==> src/anadv_pkg.sv <==
package anadv_pkg;

  // Management register addresses
  localparam logic [4:0] ADDR_ID2 = 5'h03;
  localparam logic [4:0] ADDR_ADV = 5'h04;

  // Field positions of the model and revision register
  localparam int ID2_OUI_MSB = 15;
  localparam int ID2_OUI_LSB = 10;
  localparam int ID2_MODEL_MSB = 9;
  localparam int ID2_MODEL_LSB = 4;
  localparam int ID2_REV_MSB = 3;
  localparam int ID2_REV_LSB = 0;

  // Field positions of the advertisement register
  localparam int ADV_NEXT_PAGE = 15;
  localparam int ADV_ACK_RSV = 14;
  localparam int ADV_REMOTE_FAULT = 13;
  localparam int ADV_RSV_MSB = 12;
  localparam int ADV_RSV_LSB = 10;
  localparam int ADV_T4 = 9;
  localparam int ADV_ABIL_MSB = 8;
  localparam int ADV_ABIL_LSB = 5;
  localparam int ADV_SEL_MSB = 4;
  localparam int ADV_SEL_LSB = 0;

  // Values after reset
  localparam logic RST_NEXT_PAGE = 1'b0;
  localparam logic RST_ACK_RSV = 1'b0;
  localparam logic [2:0] RST_RSV = 3'h0;
  localparam logic [3:0] RST_ABILITY = 4'hf;
  localparam logic [4:0] RST_SELECTOR = 5'h01;

  // Capability set reported by the status register, bits 15:11
  localparam logic [4:0] STATUS_ABILITY = 5'h0f;

  // Cycles spent after reset before the select pin is trusted
  localparam logic [1:0] SETTLE_CYCLES = 2'h3;

  typedef enum logic [1:0] {
    ANADV_INIT,
    ANADV_IDLE,
    ANADV_NEGOTIATE
  } anadv_phase_t;

endpackage : anadv_pkg

==> src/anadv_sync2.sv <==
`timescale 1ns/1ps

module anadv_sync2 (
  input wire logic ref_clk,
  input wire logic srst,
  input wire logic async_in,
  output logic sync_out
);

  logic meta_r;

  // Only the second stage is read downstream
  always_ff @(posedge ref_clk) begin
    if (srst) begin
      meta_r <= 1'b0;
      sync_out <= 1'b0;
    end else begin
      meta_r <= async_in;
      sync_out <= meta_r;
    end
  end

endmodule : anadv_sync2

==> src/anadv_regs.sv <==
`timescale 1ns/1ps

// How it works
// RQ1: Model code fixed in identifier bits 9:4
// RQ2: Revision code fixed in identifier bits 3:0
// RQ3: Selector holds 00001, sent as message type
// RQ4: Next-page bit resets zero, advertises when set
// RQ5: Reserved advertisement bits always read zero
// RQ6: Management writes reserved bits with defaults
// RQ7: Protected bits take writes only under override
// RQ8: Remote-fault bit follows local link fault
// RQ9: Ability bit one advertises, zero denies
// RQ10: Four-pair ability bit always zero
// RQ11: Negotiation off: idle, forced speed, duplex
// RQ12: Negotiation on: four abilities, default one
// RQ13: Status capability bits never follow advertisement
// RQ14: Restart sends updated abilities next exchange
// RQ15: Ability defaults from select pin, enable
// RQ16: Code word built from advertisement register
// RQ17: Identifier readable always, writable under override
// RQ18: Advertisement reads return stored fields immediately
module anadv_regs #(
  // Arbitrary neutral identity values
  parameter logic [5:0] OUI_TAIL = 6'h00,
  parameter logic [5:0] MODEL_CODE = 6'h2a,
  parameter logic [3:0] REVISION_CODE = 4'h3
) (
  input wire logic ref_clk,
  input wire logic srst,
  input wire logic [4:0] mgmt_addr,
  input wire logic mgmt_wr,
  input wire logic [15:0] mgmt_wdata,
  input wire logic mgmt_rd,
  output logic [15:0] mgmt_rdata,
  output logic mgmt_rvalid,
  input wire logic override_protected_write,
  input wire logic autoneg_enable,
  input wire logic autoneg_restart,
  input wire logic speed_select,
  input wire logic duplex_select,
  input wire logic local_link_fault,
  input wire logic hardware_software_select_pin,
  output logic [15:0] link_code_word,
  output logic link_code_word_valid,
  output logic code_word_reload,
  output logic transmit_idle,
  output logic forced_speed_100,
  output logic forced_full_duplex,
  output logic [4:0] status_ability
);

  typedef struct packed {
    anadv_pkg::anadv_phase_t phase;
    logic [1:0] settle_cnt;
    logic next_page;
    logic ack_rsv;
    logic remote_fault;
    logic [2:0] rsv;
    logic [3:0] ability;
    logic [4:0] selector;
    logic [5:0] oui_tail;
    logic [5:0] model;
    logic [3:0] revision;
    logic [15:0] rdata;
    logic rvalid;
    logic [15:0] code_word;
    logic code_valid;
    logic reload;
    logic idle_tx;
    logic spd_100;
    logic full_dup;
  } anadv_state_t;

  anadv_state_t state_r;
  anadv_state_t state_nxt;
  logic hw_select_sync;

  anadv_sync2 u_hw_select_sync (
    .ref_clk(ref_clk),
    .srst(srst),
    .async_in(hardware_software_select_pin),
    .sync_out(hw_select_sync)
  );

  // Reserved, acknowledge and four-pair positions are masked to zero
  function automatic logic [15:0] adv_word(input anadv_state_t s);
    logic [15:0] w;
    w = 16'h0000;
    w[anadv_pkg::ADV_NEXT_PAGE] = s.next_page; // [RQ4]
    w[anadv_pkg::ADV_REMOTE_FAULT] = s.remote_fault; // [RQ8]
    w[anadv_pkg::ADV_T4] = 1'b0; // [RQ10]
    w[anadv_pkg::ADV_ABIL_MSB:anadv_pkg::ADV_ABIL_LSB] = s.ability; // [RQ9]
    w[anadv_pkg::ADV_SEL_MSB:anadv_pkg::ADV_SEL_LSB] = s.selector; // [RQ3]
    return w; // [RQ5]
  endfunction : adv_word

  function automatic logic [15:0] id2_word(input anadv_state_t s);
    logic [15:0] w;
    w = 16'h0000;
    w[anadv_pkg::ID2_OUI_MSB:anadv_pkg::ID2_OUI_LSB] = s.oui_tail;
    w[anadv_pkg::ID2_MODEL_MSB:anadv_pkg::ID2_MODEL_LSB] = s.model; // [RQ1]
    w[anadv_pkg::ID2_REV_MSB:anadv_pkg::ID2_REV_LSB] = s.revision; // [RQ2]
    return w;
  endfunction : id2_word

  // Ability defaults; in hardware mode with negotiation off only the forced mode shows
  function automatic logic [3:0] ability_default(input logic hw_mode, input logic an_en,
                                                 input logic spd, input logic dup);
    logic [3:0] a;
    a = anadv_pkg::RST_ABILITY;
    if (hw_mode && !an_en) begin
      a = {spd & dup, spd & ~dup, ~spd & dup, ~spd & ~dup};
    end
    return a;
  endfunction : ability_default

  // One decode serves the read and write strobes alike
  function automatic logic addr_hit(input logic [4:0] a, input logic [4:0] target);
    return a == target;
  endfunction : addr_hit

  always_comb begin
    logic wr_adv;
    logic wr_id2;
    logic latch_word;
    wr_adv = mgmt_wr && addr_hit(mgmt_addr, anadv_pkg::ADDR_ADV);
    wr_id2 = mgmt_wr && addr_hit(mgmt_addr, anadv_pkg::ADDR_ID2);
    latch_word = 1'b0;
    state_nxt = state_r;
    state_nxt.reload = 1'b0;
    state_nxt.rvalid = mgmt_rd;

    // Read path answers one cycle after the strobe
    if (mgmt_rd && addr_hit(mgmt_addr, anadv_pkg::ADDR_ID2)) begin
      state_nxt.rdata = id2_word(state_r); // [RQ17]
    end else if (mgmt_rd && addr_hit(mgmt_addr, anadv_pkg::ADDR_ADV)) begin
      state_nxt.rdata = adv_word(state_r); // [RQ18]
    end else if (mgmt_rd) begin
      state_nxt.rdata = 16'h0000;
    end

    // Next-page bit is plain read/write
    if (wr_adv) begin
      state_nxt.next_page = mgmt_wdata[anadv_pkg::ADV_NEXT_PAGE]; // [RQ4]
    end

    // Protected fields; management is expected to write defaults here
    if (wr_adv && override_protected_write) begin
      state_nxt.ack_rsv = mgmt_wdata[anadv_pkg::ADV_ACK_RSV]; // [RQ7]
      state_nxt.rsv = mgmt_wdata[anadv_pkg::ADV_RSV_MSB:anadv_pkg::ADV_RSV_LSB]; // [RQ7] [RQ6]
      state_nxt.ability = mgmt_wdata[anadv_pkg::ADV_ABIL_MSB:anadv_pkg::ADV_ABIL_LSB]; // [RQ7]
      state_nxt.selector = mgmt_wdata[anadv_pkg::ADV_SEL_MSB:anadv_pkg::ADV_SEL_LSB]; // [RQ7]
    end
    if (wr_id2 && override_protected_write) begin
      state_nxt.oui_tail = mgmt_wdata[anadv_pkg::ID2_OUI_MSB:anadv_pkg::ID2_OUI_LSB];
      state_nxt.model = mgmt_wdata[anadv_pkg::ID2_MODEL_MSB:anadv_pkg::ID2_MODEL_LSB]; // [RQ17]
      state_nxt.revision = mgmt_wdata[anadv_pkg::ID2_REV_MSB:anadv_pkg::ID2_REV_LSB]; // [RQ17]
    end

    // Hardware owns the fault bit, so a management write cannot mask a live fault
    state_nxt.remote_fault = local_link_fault; // [RQ8]

    unique case (state_r.phase)
      anadv_pkg::ANADV_INIT: begin
        // Wait for the select pin to clear its synchroniser before sampling it
        if (state_r.settle_cnt == anadv_pkg::SETTLE_CYCLES) begin
          state_nxt.ability = ability_default(hw_select_sync, autoneg_enable,
                                              speed_select, duplex_select); // [RQ15] [RQ12]
          if (autoneg_enable) begin
            state_nxt.phase = anadv_pkg::ANADV_NEGOTIATE;
            latch_word = 1'b1;
          end else begin
            state_nxt.phase = anadv_pkg::ANADV_IDLE;
          end
        end else begin
          state_nxt.settle_cnt = state_r.settle_cnt + 2'h1;
        end
      end
      anadv_pkg::ANADV_IDLE: begin
        if (autoneg_enable) begin
          state_nxt.phase = anadv_pkg::ANADV_NEGOTIATE;
          latch_word = 1'b1;
        end
      end
      anadv_pkg::ANADV_NEGOTIATE: begin
        if (!autoneg_enable) begin
          state_nxt.phase = anadv_pkg::ANADV_IDLE; // [RQ11]
        end else if (autoneg_restart) begin
          latch_word = 1'b1; // [RQ14]
        end
      end
    endcase

    // The word is frozen between exchanges so a half-written field never goes out
    if (latch_word) begin
      state_nxt.code_word = adv_word(state_nxt); // [RQ16] [RQ14]
      state_nxt.reload = 1'b1;
    end
    state_nxt.code_valid = (state_nxt.phase == anadv_pkg::ANADV_NEGOTIATE); // [RQ16] [RQ12]
    state_nxt.idle_tx = (state_nxt.phase == anadv_pkg::ANADV_IDLE); // [RQ11]
    state_nxt.spd_100 = speed_select; // [RQ11]
    state_nxt.full_dup = duplex_select; // [RQ11]
  end

  always_ff @(posedge ref_clk) begin
    if (srst) begin
      state_r.phase <= anadv_pkg::ANADV_INIT;
      state_r.settle_cnt <= 2'h0;
      state_r.next_page <= anadv_pkg::RST_NEXT_PAGE; // [RQ4]
      state_r.ack_rsv <= anadv_pkg::RST_ACK_RSV;
      state_r.remote_fault <= 1'b0;
      state_r.rsv <= anadv_pkg::RST_RSV;
      state_r.ability <= anadv_pkg::RST_ABILITY; // [RQ12]
      state_r.selector <= anadv_pkg::RST_SELECTOR; // [RQ3]
      state_r.oui_tail <= OUI_TAIL;
      state_r.model <= MODEL_CODE; // [RQ1]
      state_r.revision <= REVISION_CODE; // [RQ2]
      state_r.rdata <= 16'h0000;
      state_r.rvalid <= 1'b0;
      state_r.code_word <= 16'h0000;
      state_r.code_valid <= 1'b0;
      state_r.reload <= 1'b0;
      state_r.idle_tx <= 1'b0;
      state_r.spd_100 <= 1'b0;
      state_r.full_dup <= 1'b0;
    end else begin
      state_r <= state_nxt;
    end
  end

  assign mgmt_rdata = state_r.rdata;
  assign mgmt_rvalid = state_r.rvalid;
  assign link_code_word = state_r.code_word;
  assign link_code_word_valid = state_r.code_valid;
  assign code_word_reload = state_r.reload;
  assign transmit_idle = state_r.idle_tx;
  assign forced_speed_100 = state_r.spd_100;
  assign forced_full_duplex = state_r.full_dup;
  // Status capability is a constant, untouched by the advertisement
  assign status_ability = anadv_pkg::STATUS_ABILITY; // [RQ13]

endmodule : anadv_regs

==> config.mk <==
export PLATFORM = sky130hd
export DESIGN_NAME = anadv_regs
export DESIGN_NICKNAME = d
export VERILOG_FILES = /design/src/anadv_pkg.sv /design/src/anadv_sync2.sv /design/src/anadv_regs.sv
export SDC_FILE = /design/constraint.sdc
export NUM_CORES = 1
export LEC_CHECK = 0
export BUFFER_PORTS_ARGS = -buffer_cell sky130_fd_sc_hd__buf_2
export CAP_MARGIN = 0
export CORE_UTILIZATION = 56
export DETAILED_ROUTE_END_ITERATION = 8
export PLACE_DENSITY = 0.92
export SLEW_MARGIN = 15
export SYNTH_ARGS = -nofsm -noshare
export SYNTH_HDL_FRONTEND = slang
export SYNTH_HIERARCHICAL = 1
export SYNTH_SLANG_ARGS = --single-unit
==> constraint.sdc <==
create_clock -name ref_clk -period 3.2 [get_ports ref_clk]
set_input_delay 0.48 -clock ref_clk [delete_from_list [all_inputs] [get_ports ref_clk]]
set_output_delay 0.48 -clock ref_clk [all_outputs]
set_load 0.02 [all_outputs]
Yosys cells after proc, flatten, opt, wreduce, memory -nomap -nowiden
Cells that the tools add are included.
- word-level logic and storage cells: 64
- register bits: 66
- reduce and logical (&&, ||, !) cells: 11
- add/sub/neg operators: 1
- mux-type cells: 19
- bitwise gates (word level): 7
- equality and inequality tests: 7
- operator list (operator ; number):
    two-way mux 16 bit ; 3
    two-way mux 4 bit ; 3
    two-way mux 9 bit ; 1
    two-way mux 2 bit ; 4
    logical AND 1 bit ; 7
    == test 2 bit (second input constant) ; 3
    two-way mux 1 bit ; 6
    one-hot mux 2 bit (3 select lines) ; 1
    == test 5 x 2 -> 1 bit (second input constant) ; 1
    == test 5 x 3 -> 1 bit (second input constant) ; 1
    AND 1 bit ; 4
    == test 2 x 1 -> 1 bit (second input constant) ; 2
    inverter 1 bit ; 3
    one-hot mux 1 bit (3 select lines) ; 1
    nonzero test 3 bit ; 1
    adder 2 x 1 -> 2 bit (second input constant) ; 1
    logical NOT 2 bit ; 1
    AND reduction 2 bit ; 1
    logical NOT 1 bit ; 1

Longest topological paths before layout
- depth in word-level cells: 6
- mapped depth: 8

By module
Netlist, hierarchy kept.
- modules (own cells, without submodules) (module ; sequential area each (µm²) ; cells each ; area each (µm²) ; instances):
    anadv_regs ; 1281.2 ; 292 ; 2808.9 ; 1
    anadv_sync2 ; 40.0 ; 4 ; 52.6 ; 1

Least setup slack after synthesis
No wires, ideal clock.
- path kind: flip-flop to flip-flop
- start: reg state_r[71] (netlist bit)
- end: reg state_r, in the netlist link_code_word[5]
- required time: 3114 ps
- cell stages (with the launch flop): 8
- period minus slack after synthesis: 1672 ps
- setup time: 86 ps
- setup slack: 1528 ps
- arrival: 1587 ps
- buffers on the path: 1
- path through: dfxtp_1 inv_1 ha_1 mux2_1 o21a_1 buf_6 and2_4 a211oi_1
- cells in the longest elaborated chain, start to end: 2
- RTL lines (what ; line ; RTL):
    start: declaration ; anadv_regs.sv:74 ; anadv_state_t state_r;
    start signal: assignment ; anadv_regs.sv:227 ; state_r <= state_nxt;
    == test 2 bit, or another cell as far along ; anadv_regs.sv:163 ; unique case (state_r.phase)
    one-hot mux 1 bit (3 select lines) or two-way mux 4 bit (tied branches) ; anadv_regs.sv:163 ;
Parallel ways exist; a longest one is shown, timed or not.
A chain may end at the register's enable or synchronous reset.

Worst setup path after layout
- start: reg state_r[71] (netlist bit)
- end: reg state_r, in the netlist link_code_word[8]
Same word-level chain as after synthesis.

==> results.py <==
metrics = {
    "run_status": {
        "status": "complete, no violations",
    },
    "critical_path": {
        "crit_path_start_kind": "flip-flop",
        "critPathBufInv": 1,
        "r2r_cells": 6,
        "startpoint": "state_r[71]",
        "r2r-start": "state_r[71]",
        "path_cells": "inv_1 > ha_1 > mux2_1 > o21a_1 > and2_4 > a211oi_1",
        "required_ns": 3.42,
        "worst-setup-path-type": "flip-flop to flip-flop",
        "slowest_stage": "dfxtp_1",
        "critPathMaxStageDelay_ns": 0.42,
        "crit_family": "compound AO/OA/AOI/OAI gates",
        "rrSetupSlack_ns": 0.98,
        "cp-end-kind": "flip-flop",
        "critPathMaxFanout": 19,
        "arrival_ns": 2.44,
        "cp.depth": 6,
        "timing.rr.end": "link_code_word[8]",
        "cp-endpoint": "link_code_word[8]",
    },
    "routing": {
        "via_per_inst": 5.20,
        "firstDrtPassIters": 4,
        "drc_errors": 0,
        "wire_per_inst_um": 13.8,
        "drt_iter0_markers": 147,
        "num_vias": 2053,
        "ant_nets": 0,
        "wl_um": 5460,
    },
    "cts": {
        "cts_tree": "built",
        "clk_pin_slew_ns": 0.07,
        "htreeDepth": 3,
        "postCtsSetupBuffers": 0,
        "cts-root-buf": "clkbuf_8",
        "ctsHoldBuffers": 0,
        "clk_path_buf_depth": 2,
        "clock-sinks": 66,
        "cts_resized": 0,
        "clkLatencyLatePin_ns": 0.34,
        "cts_buffers": 9,
    },
    "timing": {
        "tightest_slew_ns": 1.08,
        "fin_skew_ns": 0.00941,
        "setup_ws_ns": 0.985,
        "period_needed_ns": 2.22,
        "max_freq_mhz": 451,
        "slew_headroom": 0.281,
        "finalSetupTns_ns": 0,
        "hold_viol_final": 0,
        "rsz0062_at_grt": "no",
        "period_share": 0.692,
        "drv_slew": 0,
        "holdWs_ns": 0.344,
        "setup_viol": 0,
    },
    "layout": {
        "layout_commonest_cell": "dfxtp_1",
        "layout_common_cells": "dfxtp_1, buf_2, nor2_1",
        "drive_gt1_frac": 0.250,
        "antenna_cells": 0,
        "fin_util": 0.644,
        "area_growth_syn_to_layout_pct": 8.40,
        "finalNetCount": 360,
    },
    "placement": {
        "io_buffers": 64,
        "place_ws_ns": 1.02,
        "dpl.hpwl_um": 3700,
        "gp_congestion": 0.730,
    },
    "yosys": {
        "ys_types": 36,
        "syn_avg_cell_area_sq_um": 9.67,
        "syn-cell-area_sq_um": 2860,
        "synth_cells": 296,
        "ys.warnings.count": 6,
        "ys_seq_area_frac": 0.462,
        "synth_seq_cells": 66,
    },
    "floorplan": {
        "die_h_um": 73.5,
        "io_pins": 75,
        "rows": 25,
        "start_util": 0.594,
        "die_area_sq_um": 5400,
        "die_w_um": 73.5,
        "core_area_sq_um": 4820,
    },
    "global_route": {
        "grt_max_degree": 64,
        "antenna_found_initial": 0,
        "grt_pass1_vias": 1864,
        "grt_pass1_wl_um": 8760,
        "grt_util_all_layers": 0.218,
        "gr-total-overflow": 0,
    },
    "flow_run": {
        "maxCapViolCount": 0,
    },
    "worst_hold_path": {
        "worst_hold_path_type": "input port to flip-flop",
    },
    "power": {
        "power_density_nw_per_um2": 614,
        "p_leak_nw": 1.46,
        "ir_drop_uv": 425,
    },
}
==> flip-flops by register name, summed over array words and instances, names as in the netlist <==
register                   flops
forced_full_duplex             1
forced_speed_100               1
u_hw_select_sync/sync_out      1
link_code_word_valid           1
code_word_reload               1
mgmt_rvalid                    1
transmit_idle                  1
link_code_word                11
state_r                       31
u_hw_select_sync/meta_r        1
mgmt_rdata                    16
==> routing by layer <==
| metal | global-route usage | wire length, um |
|---|---|---|
| met1 | 0.271 | 2440 |
| met4 | 0.109 | 104 |
| met5 | 0 | 0 |
| met2 | 0.353 | 2660 |
| met3 | 0.0508 | 261 |
==> worst min path at each step <==
stage | end | slack (ns) | cells after the start | from
after floorplan | u_hw_select_sync/sync_out | 0.41 | 1 | u_hw_select_sync/meta_r
after global placement | u_hw_select_sync/sync_out | 0.42 | 1 | u_hw_select_sync/meta_r
after detailed placement | u_hw_select_sync/sync_out | 0.43 | 1 | u_hw_select_sync/meta_r
after CTS | u_hw_select_sync/meta_r | 0.34 | 2 | hardware_software_select_pin
after global routing | u_hw_select_sync/meta_r | 0.35 | 2 | hardware_software_select_pin
final | u_hw_select_sync/meta_r | 0.34 | 2 | hardware_software_select_pin
==> stage by stage <==
step | instances | cell area [sq um] | power [W]
global route | 395 | 3100 | 0.00199
detailed placement | 380 | 2920 | 0.00125
global placement | 380 | 2920 | 0.00123
floorplan | 304 | 2890 | 0.00121
CTS | 395 | 3100 | 0.00191
finish | 395 | 3100 | 0.00190
==> area by class of cell <==
cell class | count | area (sq um)
Clock buffer | 12 | 145
Clock inverter | 3 | 40.0
Fill cell | 431 | 1720
Inverter | 2 | 7.51
Multi-Input combinational cell | 181 | 1180
Sequential cell | 66 | 1320
Tap cell | 67 | 83.8
Timing Repair Buffer | 64 | 320
==> where the power goes <==
| group | internal (W) | switching [W] |
|---|---|---|
| clock network | 0.000375 | 0.000298 |
| logic | 0.000123 | 0.000198 |
| registers | 0.000880 | 0.0000312 |
| total | 0.00138 | 0.000527 |
==> synthesized netlist by cell type, drive strengths merged <==
cell	count	area, sq um
o21a	3	22.5
nor2	42	158
nor4b	2	23.8
a32oi	1	8.76
and2b	1	7.51
xnor2	1	8.76
a22oi	14	105
a21oi	10	50.1
conb	2	7.51
o211a	1	10.0
nor3	1	5.00
nor4	1	12.5
dfxtp	66	1320
buf	44	328
nand2	3	11.3
o21ai	1	5.00
clkbuf	11	51.3
inv	2	7.51
a211o	5	43.8
ha	4	50.1
a211oi	21	158
mux2	1	11.3
nand3	7	40.0
nand2b	9	56.3
and2	6	41.3
nor2b	8	50.1
mux2i	23	230
and3	6	37.5
==> kinds of logic after synthesis <==
family	count (synthesis)	synth area share
AOI/OAI and AO/OA	56	0.141
xor gates and xnor gates	1	0.00306
adders and majority gates	4	0.0175
buffers and inverters	57	0.135
DFF	66	0.462
muxes	24	0.0844
other	2	0.00262
and+or+nand+nor	86	0.155
No activity file was read; power rests on OpenSTA's default activity.
